**config.mk**
```make
export PLATFORM = sky130hd
export DESIGN_NAME = uls_core
export DESIGN_NICKNAME = d
export VERILOG_FILES = /design/src/uls_pkg.sv /design/src/uls_core.sv /design/src/uls_sync2.sv /design/src/uls_break_det.sv
export VERILOG_INCLUDE_DIRS = /design/src
export SDC_FILE = /design/constraint.sdc
export NUM_CORES = 1
export LEC_CHECK = 0
export BUFFER_PORTS_ARGS = -buffer_cell sky130_fd_sc_hd__buf_4
export CAP_MARGIN = 20
export CORE_MARGIN = 2
export CORE_UTILIZATION = 49
export DETAILED_ROUTE_END_ITERATION = 8
export PLACE_DENSITY = 0.79
export SYNTH_ARGS = -nofsm -noshare
export SYNTH_HDL_FRONTEND = slang
export SYNTH_HIERARCHICAL = 1
export SYNTH_SLANG_ARGS = --single-unit
```
**constraint.sdc**
```tcl
create_clock -name clk_i -period 2.8 [get_ports clk_i]
set_clock_uncertainty 0.15 [all_clocks]
set_input_delay 0.42 -clock clk_i [delete_from_list [all_inputs] [get_ports clk_i]]
set_output_delay 0.42 -clock clk_i [all_outputs]
set_load 0.05 [all_outputs]
```
**src/uls_regs.svh**
```systemverilog
/*
  Register offsets, field positions, reset values and timing counts of the
  line status and modem output block.
  Assumes a Wishbone slave with byte addresses and one 32-bit word per register.
*/
`ifndef ULS_REGS_SVH
`define ULS_REGS_SVH

// Byte offsets
`define ULS_OFF_MODEM_CTRL 8'h00
`define ULS_OFF_LINE_STATUS 8'h04
`define ULS_OFF_TX_HOLD 8'h08
`define ULS_OFF_CTRL 8'h0C
`define ULS_OFF_IRQ_STATUS 8'h10
`define ULS_OFF_IRQ_MASK 8'h14

// Modem control fields; bits 7:6 reserved and read as zero
`define ULS_MCR_DTR 0
`define ULS_MCR_RTS 1
`define ULS_MCR_AUTOFLOW 5
`define ULS_MCR_WMASK 8'h3F
`define ULS_MCR_RESET 8'h00

// Line status fields; bits 2:0 are kept elsewhere in the channel and read zero
`define ULS_LSR_FRAME 3
`define ULS_LSR_BREAK 4
`define ULS_LSR_THRE 5
`define ULS_LSR_TEMT 6
`define ULS_LSR_FIFO_ERR 7

// Control fields
`define ULS_CTRL_FIFO_EN 0
`define ULS_CTRL_THRE_IE 1
`define ULS_CTRL_FRAME_LSB 4
`define ULS_CTRL_FRAME_MSB 7
`define ULS_CTRL_WMASK 8'hF3
`define ULS_CTRL_RESET 8'hA0

// Interrupt status and mask fields
`define ULS_IRQ_THRE 0
`define ULS_IRQ_BREAK 1
`define ULS_IRQ_FIFO_ERR 2
`define ULS_IRQ_FRAME 3
`define ULS_IRQ_RESET 4'h0

// Break detector
`define ULS_FRAME_BITS_MIN 4'h1

`endif

```
**src/uls_pkg.sv**
```systemverilog
/*
  Types shared by the line status and modem output block.
  Assumes uls_regs.svh for all numeric constants.
*/
package uls_pkg;

  typedef enum logic [2:0] {
    BRK_IDLE = 3'b001,
    BRK_COUNT = 3'b010,
    BRK_HELD = 3'b100
  } uls_brk_e;

  typedef struct packed {
    uls_brk_e st;
    logic [3:0] cnt;
    logic brk;
  } uls_brk_s;

  typedef struct packed {
    logic meta;
    logic sync;
  } uls_sync_s;

  typedef struct packed {
    logic ack;
    logic [31:0] rdata;
    logic [7:0] modem_control;
    logic [7:0] ctrl;
    logic [3:0] irq_sts;
    logic [3:0] irq_mask;
    logic thre;
    logic fifo_err;
    logic brk;
    logic fe;
    logic fifo_empty_d;
    logic rts_n;
    logic dtr_n;
    logic tx_wr;
    logic [7:0] tx_data;
    logic brk_push;
    logic irq;
  } uls_main_s;

endpackage

```
**src/uls_core.sv**
```systemverilog
/*
  Line status flags and modem control outputs of one UART channel, with a
  classic Wishbone slave, sticky interrupt status and mask.
  Assumes the rest of the channel (transmit path, receive FIFO, baud timing)
  runs on clk_i and reports its state through the channel ports below.
*/
// Added by the designer: the register addresses and the Wishbone register port.
`timescale 1ns/10ps
`include "uls_regs.svh"
module uls_core (
  input wire logic clk_i,
  input wire logic rst_i,
  // Wishbone slave
  input wire logic cyc_i,
  input wire logic stb_i,
  input wire logic we_i,
  input wire logic [7:0] adr_i,
  input wire logic [3:0] sel_i,
  input wire logic [31:0] dat_i,
  output logic [31:0] dat_o,
  output logic ack_o,
  // Serial pins
  input wire logic rx_i,
  output logic rts_n_o,
  output logic dtr_n_o,
  // Transmit path
  output logic tx_wr_o,
  output logic [7:0] tx_data_o,
  input wire logic tx_load_shift_i,
  input wire logic tx_fifo_empty_i,
  input wire logic tx_shift_empty_i,
  // Receive path
  input wire logic bit_tick_i,
  input wire logic rx_done_i,
  input wire logic rx_stop_ok_i,
  input wire logic rx_top_valid_i,
  input wire logic rx_top_fe_i,
  input wire logic rx_fifo_err_any_i,
  input wire logic rx_above_trig_i,
  output logic brk_push_o,
  output logic fifo_en_o,
  // Interrupt
  output logic irq_o
);
  import uls_pkg::*;

  uls_main_s r;
  uls_main_s n;

  logic rx_sync;
  logic brk_pulse;
  logic fifo_en;
  logic wr;
  logic rd;
  logic hit_mcr;
  logic hit_lsr;
  logic hit_tx;
  logic hit_ctrl;
  logic hit_ists;
  logic hit_imask;
  logic rd_lsr;
  logic wr_tx;
  logic thre_set;
  logic fifo_err_set;
  logic fe_set;
  logic temt;
  logic [3:0] irq_ev;
  logic [3:0] irq_clr;
  logic [7:0] line_status;
  logic req;
  logic wr_mcr;
  logic wr_ctrl;
  logic wr_imask;
  logic wr_ists;
  logic fifo_empty_rise;
  logic fe_top;
  logic rts_flow_hold;
  logic irq_sticky;
  logic irq_thre;

  ////////////////////////////////////////////////////////////////////////////
  // Receive line and break detection

  uls_sync2 #(
    .RST_VAL(1'b1)
  ) u_rx_sync (
    .clk_i(clk_i),
    .rst_i(rst_i),
    .d_i(rx_i),
    .q_o(rx_sync)
  );

  // The break detector only ever sees the synchronised line
  uls_break_det u_break (
    .clk_i(clk_i),
    .rst_i(rst_i),
    .rx_i(rx_sync),
    .bit_tick_i(bit_tick_i),
    .frame_bits_i(r.ctrl[`ULS_CTRL_FRAME_MSB:`ULS_CTRL_FRAME_LSB]),
    .brk_o(brk_pulse)
  );

  ////////////////////////////////////////////////////////////////////////////
  // Next state

  always_comb begin
    n = r;

    // Bus decode; ack is given one cycle after the request and dropped after
    // A request is taken once: the standing ack blocks a second take
    req = cyc_i & stb_i & ~r.ack;
    n.ack = req;
    wr = req & we_i & sel_i[0];
    rd = req & ~we_i;

    // Address decode; the low two bits must be zero for a hit
    hit_mcr = 1'b0;
    hit_lsr = 1'b0;
    hit_tx = 1'b0;
    hit_ctrl = 1'b0;
    hit_ists = 1'b0;
    hit_imask = 1'b0;
    case (adr_i)
      `ULS_OFF_MODEM_CTRL: begin
        hit_mcr = 1'b1;
      end
      `ULS_OFF_LINE_STATUS: begin
        hit_lsr = 1'b1;
      end
      `ULS_OFF_TX_HOLD: begin
        hit_tx = 1'b1;
      end
      `ULS_OFF_CTRL: begin
        hit_ctrl = 1'b1;
      end
      `ULS_OFF_IRQ_STATUS: begin
        hit_ists = 1'b1;
      end
      `ULS_OFF_IRQ_MASK: begin
        hit_imask = 1'b1;
      end
      default: begin
        // Unmapped offsets are acked, read zero and ignore writes
      end
    endcase
    rd_lsr = rd & hit_lsr;
    wr_tx = wr & hit_tx;
    wr_mcr = wr & hit_mcr;
    wr_ctrl = wr & hit_ctrl;
    wr_imask = wr & hit_imask;
    wr_ists = wr & hit_ists;
    fifo_en = r.ctrl[`ULS_CTRL_FIFO_EN];

    // Register writes
    if (wr_mcr) begin
      n.modem_control = dat_i[7:0] & `ULS_MCR_WMASK;
    end
    if (wr_ctrl) begin
      n.ctrl = dat_i[7:0] & `ULS_CTRL_WMASK;
    end
    if (wr_imask) begin
      n.irq_mask = dat_i[3:0];
    end

    // Character written to the holding register goes on to the transmit path
    n.tx_wr = wr_tx;
    if (wr_tx) begin
      n.tx_data = dat_i[7:0];
    end

    // Holding register empty; a set in the same cycle as a write wins
    // Only the edge into empty sets the flag in FIFO mode,
    // so a later write into a still-empty FIFO clears it until the next edge into empty
    fifo_empty_rise = tx_fifo_empty_i & ~r.fifo_empty_d;
    if (fifo_en) begin
      thre_set = fifo_empty_rise;
    end else begin
      thre_set = tx_load_shift_i;
    end
    n.thre = thre_set | (r.thre & ~wr_tx);
    n.fifo_empty_d = tx_fifo_empty_i;

    // Transmitter empty
    if (fifo_en) begin
      temt = tx_fifo_empty_i & tx_shift_empty_i;
    end else begin
      temt = r.thre & tx_shift_empty_i;
    end

    // FIFO data error, re-set while a tagged character is still present
    fifo_err_set = fifo_en & rx_fifo_err_any_i;
    n.fifo_err = fifo_err_set | (r.fifo_err & ~rd_lsr);

    // Break flag, held until the status is read
    n.brk = brk_pulse | (r.brk & ~rd_lsr);
    n.brk_push = brk_pulse & fifo_en;

    // Framing error: latched per character, or the top character's tag
    fe_set = rx_done_i & ~rx_stop_ok_i;
    fe_top = rx_top_valid_i & rx_top_fe_i;
    if (fifo_en) begin
      n.fe = fe_top;
    end else begin
      n.fe = fe_set | (r.fe & ~rd_lsr);
    end

    // Line status view
    line_status = 8'h00;
    line_status[`ULS_LSR_FIFO_ERR] = r.fifo_err;
    line_status[`ULS_LSR_TEMT] = temt;
    line_status[`ULS_LSR_THRE] = r.thre;
    line_status[`ULS_LSR_BREAK] = r.brk;
    line_status[`ULS_LSR_FRAME] = r.fe;

    // Sticky interrupt status, cleared by writing ones; events win
    irq_ev = 4'h0;
    irq_ev[`ULS_IRQ_THRE] = thre_set;
    irq_ev[`ULS_IRQ_BREAK] = brk_pulse;
    irq_ev[`ULS_IRQ_FIFO_ERR] = fifo_err_set & ~r.fifo_err;
    irq_ev[`ULS_IRQ_FRAME] = fifo_en ? (n.fe & ~r.fe) : fe_set;
    irq_clr = wr_ists ? dat_i[3:0] : 4'h0;
    n.irq_sts = irq_ev | (r.irq_sts & ~irq_clr);

    // A status read clears its flags at the edge that latches the read data,
    // so software always sees the value from before the clear
    // Read data, zero for unmapped and write-only offsets
    n.rdata = 32'h0000_0000;
    if (rd) begin
      if (hit_mcr) begin
        n.rdata = {24'h00_0000, r.modem_control};
      end else if (hit_lsr) begin
        n.rdata = {24'h00_0000, line_status};
      end else if (hit_ctrl) begin
        n.rdata = {24'h00_0000, r.ctrl};
      end else if (hit_ists) begin
        n.rdata = {28'h000_0000, r.irq_sts};
      end else if (hit_imask) begin
        n.rdata = {28'h000_0000, r.irq_mask};
      end
    end

    // Modem outputs, active low on the pins; autoflow can only take RTS back
    rts_flow_hold = r.modem_control[`ULS_MCR_AUTOFLOW] & rx_above_trig_i;
    n.rts_n = ~(r.modem_control[`ULS_MCR_RTS] & ~rts_flow_hold);
    n.dtr_n = ~r.modem_control[`ULS_MCR_DTR];

    // Interrupt level
    irq_sticky = |(r.irq_sts & r.irq_mask);
    irq_thre = r.thre & r.ctrl[`ULS_CTRL_THRE_IE];
    n.irq = irq_sticky | irq_thre;
  end

  ////////////////////////////////////////////////////////////////////////////
  // State register

  always_ff @(posedge clk_i) begin
    if (rst_i) begin
      // Pins idle high and the holding register starts empty
      r.ack <= 1'b0;
      r.rdata <= 32'h0000_0000;
      r.modem_control <= `ULS_MCR_RESET;
      r.ctrl <= `ULS_CTRL_RESET;
      r.irq_sts <= `ULS_IRQ_RESET;
      r.irq_mask <= `ULS_IRQ_RESET;
      r.thre <= 1'b1;
      r.fifo_err <= 1'b0;
      r.brk <= 1'b0;
      r.fe <= 1'b0;
      r.fifo_empty_d <= 1'b1;
      r.rts_n <= 1'b1;
      r.dtr_n <= 1'b1;
      r.tx_wr <= 1'b0;
      r.tx_data <= 8'h00;
      r.brk_push <= 1'b0;
      r.irq <= 1'b0;
    end else begin
      r <= n;
    end
  end

  ////////////////////////////////////////////////////////////////////////////
  // Outputs

  assign ack_o = r.ack;
  assign dat_o = r.rdata;
  assign rts_n_o = r.rts_n;
  assign dtr_n_o = r.dtr_n;
  assign tx_wr_o = r.tx_wr;
  assign tx_data_o = r.tx_data;
  assign brk_push_o = r.brk_push;
  assign fifo_en_o = r.ctrl[`ULS_CTRL_FIFO_EN];
  assign irq_o = r.irq;
endmodule

```
**src/uls_sync2.sv**
```systemverilog
/*
  Two flip-flop synchroniser for one level from a pin.
  Assumes the level changes slowly against clk_i.
*/
`timescale 1ns/10ps
module uls_sync2 #(
  parameter logic RST_VAL = 1'b1
) (
  input wire logic clk_i,
  input wire logic rst_i,
  input wire logic d_i,
  output logic q_o
);
  import uls_pkg::*;

  uls_sync_s r;
  uls_sync_s n;

  always_comb begin
    n.meta = d_i;
    n.sync = r.meta;
  end

  always_ff @(posedge clk_i) begin
    if (rst_i) begin
      r.meta <= RST_VAL;
      r.sync <= RST_VAL;
    end else begin
      r <= n;
    end
  end

  assign q_o = r.sync;
endmodule

```
**src/uls_break_det.sv**
```systemverilog
/*
  Break detector: pulses once when the receive line has stayed low for a
  whole character frame, then waits for the line to return high.
  Assumes a synchronised line level and a one-cycle pulse per bit time.
*/
`timescale 1ns/10ps
`include "uls_regs.svh"
module uls_break_det (
  input wire logic clk_i,
  input wire logic rst_i,
  input wire logic rx_i,
  input wire logic bit_tick_i,
  input wire logic [3:0] frame_bits_i,
  output logic brk_o
);
  import uls_pkg::*;

  uls_brk_s r;
  uls_brk_s n;
  logic [3:0] cnt_inc;
  logic [3:0] frame_len;

  always_comb begin
    cnt_inc = r.cnt + 4'h1;
    frame_len = (frame_bits_i < `ULS_FRAME_BITS_MIN) ? `ULS_FRAME_BITS_MIN : frame_bits_i;
    n = r;
    n.brk = 1'b0;
    unique case (r.st)
      BRK_IDLE: begin
        if (!rx_i) begin
          n.st = BRK_COUNT;
          n.cnt = 4'h0;
        end
      end
      BRK_COUNT: begin
        if (rx_i) begin
          n.st = BRK_IDLE;
        end else if (bit_tick_i) begin
          if (cnt_inc == frame_len) begin
            n.brk = 1'b1;
            n.st = BRK_HELD;
          end else begin
            n.cnt = cnt_inc;
          end
        end
      end
      BRK_HELD: begin
        if (rx_i) begin
          n.st = BRK_IDLE;
        end
      end
      default: begin
        n.st = BRK_IDLE;
      end
    endcase
  end

  always_ff @(posedge clk_i) begin
    if (rst_i) begin
      r.st <= BRK_IDLE;
      r.cnt <= 4'h0;
      r.brk <= 1'b0;
    end else begin
      r <= n;
    end
  end

  assign brk_o = r.brk;
endmodule

```
==> results of run 1 <==
==> through the flow <==
| stage | utilization | worst slack, ps | cells |
|---|---|---|---|
| global route | 0.570 | 508 | 434 |
| finish | 0.570 | 600 | 434 |
| detailed placement | 0.534 | 372 | 419 |
| global placement | 0.534 | 379 | 419 |
| floorplan | - | 549 | 345 |
| CTS | 0.570 | 634 | 434 |
==> state kept, by name, summed over array words and instances (netlist names) <==
register,flops
dtr_n_o,1
ack_o,1
u_rx_sync/q_o,1
fifo_en_o,1
brk_push_o,1
tx_data_o,8
tx_wr_o,1
line_status,4
rts_n_o,1
u_break/brk_o,1
u_rx_sync/n,1
irq_o,1
r,20
dat_o,8
u_break/r,7
==> worst register-to-register path: stages, from the launching register on <==
cell and delay (ps):
dfxtp_1 450, ha_1 300, or4_4 550, o21ai_2 90, nand3_1 150, nor4_2 310
a311o_1 140
==> worst min-delay path by stage <==
| stage | startpoint | to | slack (ps) | cells after the start |
|---|---|---|---|---|
| CTS | rx_i | u_rx_sync/n[0] | 110 | 2 |
| global route | rx_i | u_rx_sync/n[0] | 110 | 2 |
| finish | rx_i | u_rx_sync/n[0] | 120 | 2 |
| floorplan | u_rx_sync/n[0] | u_rx_sync/q_o | 230 | 1 |
| detailed placement | u_rx_sync/n[0] | u_rx_sync/q_o | 250 | 1 |
| global placement | u_rx_sync/n[0] | u_rx_sync/q_o | 250 | 1 |
==> power breakdown <==
part | internal (W) | switching (W) | leakage, nW
registers | 0.000818 | 0.00000578 | 0.461
clock network | 0.000501 | 0.000307 | 0.112
logic | 0.0000488 | 0.000125 | 0.876
==> area by class of cell <==
class,instances,area (µm²),share of cell area
Multi-Input combinational cell,221,1430,0.429
Sequential cell,57,1140,0.342
Timing Repair Buffer,56,420,0.126
Clock buffer,13,179,0.0536
Tap cell,75,93.8,0.0281
Inverter,10,37.5,0.0112
Clock inverter,2,35.0,0.0105
==> cell usage in the layout (no fill, tap or decap), types with 2 or more instances in the layout <==
| cell type | Yosys | routed |
|---|---|---|
| nor4_1 | 4 | 4 |
| nor3_1 | 8 | 8 |
| nor2_1 | 39 | 39 |
| a22oi_1 | 4 | 4 |
| dfxtp_1 | 57 | 57 |
| a21o_1 | 2 | 2 |
| clkbuf_8 | 0 | 13 |
| o21ai_0 | 7 | 7 |
| buf_4 | 40 | 56 |
| o21ba_2 | 3 | 3 |
| or2_1 | 2 | 2 |
| a21oi_1 | 15 | 15 |
| a21boi_0 | 2 | 2 |
| and3_1 | 3 | 3 |
| nand3b_1 | 4 | 4 |
| or4_4 | 3 | 3 |
| nor4b_1 | 2 | 2 |
| inv_1 | 10 | 10 |
| nor4_4 | 2 | 2 |
| o22ai_1 | 5 | 5 |
| nand2_1 | 17 | 17 |
| nand3_1 | 6 | 6 |
| or3_1 | 2 | 2 |
| or4b_1 | 2 | 2 |
| xnor2_1 | 5 | 5 |
| a31oi_1 | 2 | 2 |
| conb_1 | 1 | 24 |
| or4_1 | 4 | 4 |
| mux2i_1 | 23 | 23 |
==> kinds of logic (layout without fill, tap and decap cells) <==
family	Yosys count	after routing
XOR/XNOR	7	7
multiplexers	23	23
adder cells (fa/ha/maj)	1	1
AND/OR/NAND/NOR	111	111
AO/OA/AOI/OAI	55	55
flip-flops	57	57
buffers and inverters	67	81
other	1	24
==> per-layer routing <==
metal,up-vias,wire (µm)
met4,0,77
li1,1141,-
met1,1057,2770
met3,8,482
met5,-,0
met2,97,2860
==> flow_summary.json, run 1 <==
{
  "period_minus_slack_ps": 2200,
  "post_cts_buffers": 0,
  "r2r-start": "u_break/r[1]",
  "slowest_stage": "or4_4",
  "cp.required_ps": 2930,
  "synth_top_area_cell": "dfxtp_1",
  "max_stage_delay_ps": 550,
  "via_per_inst": 5.31,
  "ctsResizeCount": 0,
  "fillers": 512,
  "cp_num_buf_inv": 0,
  "finalMaxSlewViolations": 0,
  "vias": 2303,
  "synth_mux_area_frac": 0.0789,
  "fp.dieW_um": 81.2,
  "core_area_mm2": 0.00585,
  "nets": 416,
  "drive_above_1_share": 0.245,
  "synth_simple_gate_area_frac": 0.222,
  "cp_data_arrival_time_ps": 2330,
  "clockRootBuffer": "clkbuf_8",
  "p_per_area_mw_per_mm2": 541,
  "routedWlPerCell_um": 14.3,
  "use_met1": 0.250,
  "synthAdderAreaFrac": 0.00429,
  "overflow": 0,
  "routed_wl_um": 6190,
  "cts.sinks": 57,
  "clk_path_buf_depth": 2,
  "rsz0062_at_grt": "no",
  "hold_class": "in2reg",
  "first_global_vias": 2080,
  "worst_setup_path_start_kind": "flop",
  "cp-end-kind": "flop",
  "top_usage_layer": "met2",
  "cp_top_family": "simple AND/OR/NAND/NOR gates",
  "startpoint": "u_break/r[1]",
  "finalHoldViolCount": 0,
  "grt_pass1_wl_um": 9850,
  "relSlewSlack": 0.586,
  "leakagePower_nw": 1.45,
  "r2r_end": "u_break/r[4]",
  "synth_cell_types": 62,
  "io_buffers": 55,
  "yosysMostFrequentCell": "dfxtp_1",
  "synth.top_cell.area_share": 0.391,
  "ir_drop_uv": 336,
  "setup_viol": 0,
  "fmax_mhz": 455,
  "cap_violations": 0,
  "synthArstFlopShare": 0,
  "avgSynthCellArea_um2": 9.07,
  "diodes": 0,
  "grt_use_met3": 0.0444,
  "first_pass_iters": 4,
  "synth_compound_gate_area_share": 0.128,
  "drc": 0,
  "endpoint": "u_break/r[4]",
  "path_cells": "ha_1 > or4_4 > o21ai_2 > nand3_1 > nor4_2 > a311o_1",
  "syn_area_mm2": 0.00292,
  "final_area_mm2": 0.00334,
  "synth_common_cells": "dfxtp_1 (57), buf_4 (40), nor2_1 (39)",
  "grt_max_degree": 55,
  "hold_buffers": 0,
  "areaGrowthSynthToFinish_pct": 14.3,
  "numCtsBuffers": 9,
  "gp_congestion": 0.864,
  "reg2reg_slack_ps": 600,
  "ys_ff_latch": 57,
  "reg2reg_depth": 6,
  "dieArea_mm2": 0.00659,
  "syn_inst": 322,
  "synth.area.top_cells": "dfxtp_1 (39%), buf_4 (10%), mux2i_1 (7.9%), nor2_1 (5.0%), a21oi_1 (2.6%)",
  "cts_tree": "built",
  "drt_iter0_drc": 176,
  "rows": 28,
  "die_h_um": 81.2,
  "synth_top_family_by_area": "simple AND/OR/NAND/NOR gates",
  "synth_edf_count": 0,
  "worst_pin_slew_ps": 617,
  "p_total_w": 0.00181,
  "grtUsageMet2": 0.317,
  "tns_ps": 0,
  "start_util": 0.499,
  "status": "finished clean",
  "grt_usage": 0.198,
  "synth-main-ff-cell": "dfxtp_1",
  "yosysWarnings": 6,
  "synth_xor_area_frac": 0.0257,
  "clock_latency_ps": 340,
  "holdWs_ps": 117,
  "cp_max_fo": 7,
  "antenna_found_initial": 0,
  "synth_seq_area_share": 0.391,
  "cts_max_level": 3,
  "place_hpwl_um": 4440,
  "ant_nets": 0,
  "path_class": "reg2reg",
  "place_area_mm2": 0.00312,
  "crit_cells": 6,
  "path_clk_slew_ps": 70,
  "boundaryPins": 107,
  "fin_crit_sh": 0.786
}
No activity file was read; power rests on OpenSTA's default activity.
==> run 2, diff against run 1 <==
ABC_AREA = 1   (was default)
CORE_UTILIZATION = 50   (was 49)
PLACE_DENSITY = 0.8   (was 0.79)
clock period = 2.21 ns   (was 2.8 ns; I/O delays follow)
==> run 2 against run 1 <==
Against the previous run: non-clock buffer count did not move; sequential share of layout area fell by 1.6 points; synthesized cell count rose by 30%; sequential cell count did not move; die area rose by 1.0%.
==> flow_summary.json, run 2 <==
{
  "ys_ff_latch": 57,
  "drive_above_1_share": 0.227,
  "synth-main-ff-cell": "dfxtp_1",
  "cp_max_fo": 8,
  "grt_max_degree": 35,
  "grt_pass1_wl_um": 11600,
  "hold_start": "tx_fifo_empty_i",
  "cp_top_family": "simple AND/OR/NAND/NOR gates",
  "period_minus_slack_ps": 1780,
  "rows": 28,
  "fin_crit_sh": 0.806,
  "cp-end-kind": "flop",
  "drc": 0,
  "diodes": 0,
  "hold_class": "in2reg",
  "start_util": 0.511,
  "syn_inst": 417,
  "synth_top_area_cell": "dfxtp_1",
  "core_area_mm2": 0.00589,
  "place_area_mm2": 0.00328,
  "areaGrowthSynthToFinish_pct": 16.5,
  "ir_drop_uv": 422,
  "first_pass_iters": 5,
  "vias": 2756,
  "syn_area_mm2": 0.00301,
  "synth_cell_types": 35,
  "boundaryPins": 107,
  "synth_seq_area_share": 0.379,
  "finalMaxSlewViolations": 0,
  "finalHoldViolCount": 0,
  "largest_reg_flops": 20,
  "yosysWarnings": 6,
  "cts_max_level": 3,
  "synth.top_cell.area_share": 0.379,
  "fmax_mhz": 561,
  "cp_num_buf_inv": 0,
  "max_stage_delay_ps": 450,
  "leakagePower_nw": 1.65,
  "path_clk_slew_ps": 70,
  "grt_usage": 0.230,
  "antenna_found_initial": 0,
  "wl_met3_um": 556,
  "path_class": "reg2reg",
  "setup_viol": 0,
  "io_buffers": 55,
  "final_area_mm2": 0.00351,
  "first_global_vias": 2614,
  "cts_tree": "built",
  "place_hpwl_um": 5130,
  "met2WireLength_um": 3430,
  "synth_edf_count": 0,
  "synthArstFlopShare": 0,
  "cp_data_arrival_time_ps": 1870,
  "post_cts_buffers": 0,
  "ant_nets": 0,
  "wl_met1_um": 2820,
  "path_cells": "ha_1 > xor2_1 > nor2_2 > nand3_2 > nand2_2 > nand2_4 > a21oi_1 > nor2_1",
  "routedWlPerCell_um": 12.9,
  "avgSynthCellArea_um2": 7.22,
  "p_per_area_mw_per_mm2": 808,
  "final_cell_mix": "nand2_1 (105), dfxtp_1 (57), buf_4 (55), nand3_1 (49), inv_1 (36)",
  "status": "finished clean",
  "tns_ps": 0,
  "gp_congestion": 0.905,
  "via_per_inst": 5.08,
  "ctsResizeCount": 0,
  "stdcell_count": 542,
  "rsz0062_at_grt": "no",
  "clock_latency_ps": 340,
  "fp.dieW_um": 81.6,
  "routed.top_layer": "met4",
  "drt_iter0_drc": 216,
  "overflow": 0,
  "r2r-start": "u_break/r[1]",
  "clk_path_buf_depth": 2,
  "numCtsBuffers": 9,
  "yosysMostFrequentCell": "nand2_1",
  "synth.area.top_cells": "dfxtp_1 (38%), nand2_1 (13%), buf_4 (10%), nand3_1 (8.1%), a21oi_1 (5.2%)",
  "cts.sinks": 57,
  "final_common_cell": "nand2_1",
  "clockRootBuffer": "clkbuf_8",
  "die_h_um": 81.6,
  "dieArea_mm2": 0.00666,
  "cap_violations": 0,
  "nets": 523,
  "place_inst": 525,
  "slowest_stage": "dfxtp_1",
  "worst_setup_path_start_kind": "flop",
  "synth_common_cells": "nand2_1 (105), dfxtp_1 (57), nand3_1 (49)",
  "startpoint": "u_break/r[1]",
  "cp.required_ps": 2300,
  "top_register": "r",
  "routed_wl_um": 6990
}
## run 2: metrics by stage
step	setup WS (ps)	hold WS [ps]	util	power, W
global route	261	30.4	0.596	0.00299
global placement	486	244	0.557	0.00172
CTS	426	23.4	0.596	0.00283
floorplan	591	229	-	0.00164
detailed placement	429	248	0.557	0.00175
finish	429	30.5	0.596	0.00283
## run 2: timing repair
| action | in CTS | in global routing |
|---|---|---|
| setup endpoints to repair | 0 | 0 |
| hold endpoints to repair | 1 | 0 |
| hold buffers | 1 | 0 |
## run 2: cell type report
| type | count | area [µm²] |
|---|---|---|
| Inverter | 44 | 171 |
| Sequential cell | 57 | 1140 |
| Clock inverter | 5 | 78.8 |
| Tap cell | 75 | 93.8 |
| Clock buffer | 11 | 141 |
| Multi-Input combinational cell | 294 | 1460 |
| Timing Repair Buffer | 56 | 423 |
| Fill cell | 551 | 2380 |
## run 2: logic make-up (layout without fill, tap and decap cells)
group           count (synthesis)  count (layout)  synth area share
simple gates                  225             225             0.370
other cells                     1              24           0.00125
xor+xnor                        1               1           0.00291
fa+ha+maj                       1               1           0.00416
compound gates                 43              43            0.0769
buf+inv                        89             116             0.166
flops                          57              57             0.379
## run 2: worst paths after layout
path / endpoint / slack (ps) / cells past startpoint
min: r[13] / 30 / 2
min reg2reg: u_rx_sync/q_o / 260 / 2
max reg2reg: u_break/r[4] / 430 / 8
max: u_break/r[4] / 430 / 8
## run 2: report_power, final
part           leakage, nW  total, W  switching (W)  internal, W
logic                 1.08  0.000604       0.000408     0.000196
registers            0.462   0.00113      0.0000527      0.00108
clock network        0.113   0.00110       0.000435     0.000664
## run 2: routing by layer
metal / vias to the layer above / GRT usage
li1: 1358 / -
met1: 1259 / 0.278
met2: 119 / 0.377
met3: 20 / 0.0670
met4: 0 / 0.105
met5: - / 0
==> run 3, diff against run 2 <==
CORE_UTILIZATION = 45   (was 50)
PLACE_DENSITY = 0.76   (was 0.8)
clock period = 1.6 ns   (was 2.21 ns; I/O delays follow)
==> run 3 against run 2 <==
Against the previous run: the run now ends with DRC left; core utilization is 3.4 points lower; critical path type unchanged; clock-buffer cell count is 2 higher; maximum frequency is 12% higher; total power is 36% higher; register-to-register slack worse by 410 ps; sequential power is 38% higher; design area is 2.9% higher.
==> flow_summary.json, run 3 (synthesized netlist as in run 2, its figures left out) <==
{
  "start_util": 0.469,
  "top_register": "r",
  "reg2reg_depth": 8,
  "p_total_w": 0.00386,
  "tns_ps": 0,
  "place_hpwl_um": 5200,
  "hold_class": "in2reg",
  "cts_tree": "built",
  "final_common_cell": "nand2_1",
  "cp.required_ps": 1680,
  "rsz0062_at_grt": "yes",
  "holdPathStages": 3,
  "final_cell_mix": "nand2_1 (105), buf_4 (62), dfxtp_1 (53), nand3_1 (48), inv_1 (36)",
  "grt_max_degree": 21,
  "core_area_mm2": 0.00642,
  "worst_setup_path_start_kind": "flop",
  "ir_drop_uv": 489,
  "finalHoldViolCount": 0,
  "holdWs_ps": 20.7,
  "largest_reg_flops": 20,
  "io_buffers": 55,
  "cts_max_level": 3,
  "cap_violations": 0,
  "nets": 533,
  "clockRootBuffer": "clkbuf_8",
  "overflow": 0,
  "cp_data_arrival_time_ps": 1660,
  "p_per_area_mw_per_mm2": 1070,
  "first_global_vias": 2396,
  "setup_viol": 0,
  "path_clk_slew_ps": 60,
  "fp.dieW_um": 85.8,
  "grt_usage": 0.193,
  "rows": 29,
  "routedWlPerCell_um": 12.3,
  "period_minus_slack_ps": 1590,
  "cp_max_fo": 8,
  "clock_latency_ps": 340,
  "status": "complete, but fails checks",
  "violations": "DRC",
  "diodes": 0,
  "dieArea_mm2": 0.00736,
  "cp-end-kind": "flop",
  "boundaryPins": 107,
  "ant_nets": 0,
  "timing.final.ws_setup_ps": 14.6,
  "fmax_mhz": 631,
  "drc": 3,
  "drt_iter0_drc": 139,
  "leakagePower_nw": 1.70,
  "place_ws_ps": -60.4,
  "via_per_inst": 4.84,
  "vias": 2675,
  "areaGrowthSynthToFinish_pct": 19.8,
  "first_pass_iters": 7,
  "gp_congestion": 0.866,
  "numCtsBuffers": 9,
  "finalMaxSlewViolations": 0,
  "grt_pass1_wl_um": 11000,
  "fin_crit_sh": 0.991,
  "routed_wl_um": 6830,
  "path_class": "reg2reg",
  "clk_path_buf_depth": 2,
  "drive_above_1_share": 0.250,
  "antenna_found_initial": 0,
  "die_h_um": 85.8,
  "cts.sinks": 57
}
## run 3: final cells by class
type	count	area [µm²]
multi-input combinational	294	1470
tap	77	96.3
fill	598	2820
clock inverter	2	35.0
timing repair buffer	66	505
sequential	57	1150
inverter	44	171
clock buffer	13	179
## run 3: critical path, stage by stage (launching register included)
cell     delay, ps
dfxtp_2        330
ha_4           240
xor2_1         160
nor2_2         130
nand3_2        120
nand2_2         90
nand2_4         70
a21oi_1        120
nor2_1          60
## run 3: timing repair
action	CTS	global route
setup buffers	0	0
hold buffers	4	0
gates cloned	0	0
setup endpoints to repair	5	7
endpoints found under the hold margin	4	0
pin swaps	1	1
resized for setup	4	1
## run 3: worst paths after layout
check / to / start / slack, ps
max reg2reg: u_break/r[3] / u_break/r[1] / 10
max: u_break/r[3] / u_break/r[1] / 10
min reg2reg: u_rx_sync/q_o / u_rx_sync/n[0] / 260
min: r[31] / dat_i[5] / 20
## run 3: per-layer routing
metal / track usage / routed length [µm]
met5: 0 / 0
met4: 0.105 / 197
met3: 0.0472 / 513
met2: 0.315 / 3210
met1: 0.233 / 2910
## run 3: report_power, final
group	switching, W	internal (W)
clock network	0.000542	0.000877
logic	0.000575	0.000310
registers	0.0000644	0.00149
total	0.00118	0.00268
## run 3: metrics by stage
step | cells | utilization | instance area [µm²]
after floorplan | 440 | - | 3100
after global placement | 534 | 0.519 | 3330
after detailed placement | 534 | 0.519 | 3330
after CTS | 553 | 0.561 | 3600
after global routing | 553 | 0.562 | 3610
final | 553 | 0.562 | 3610
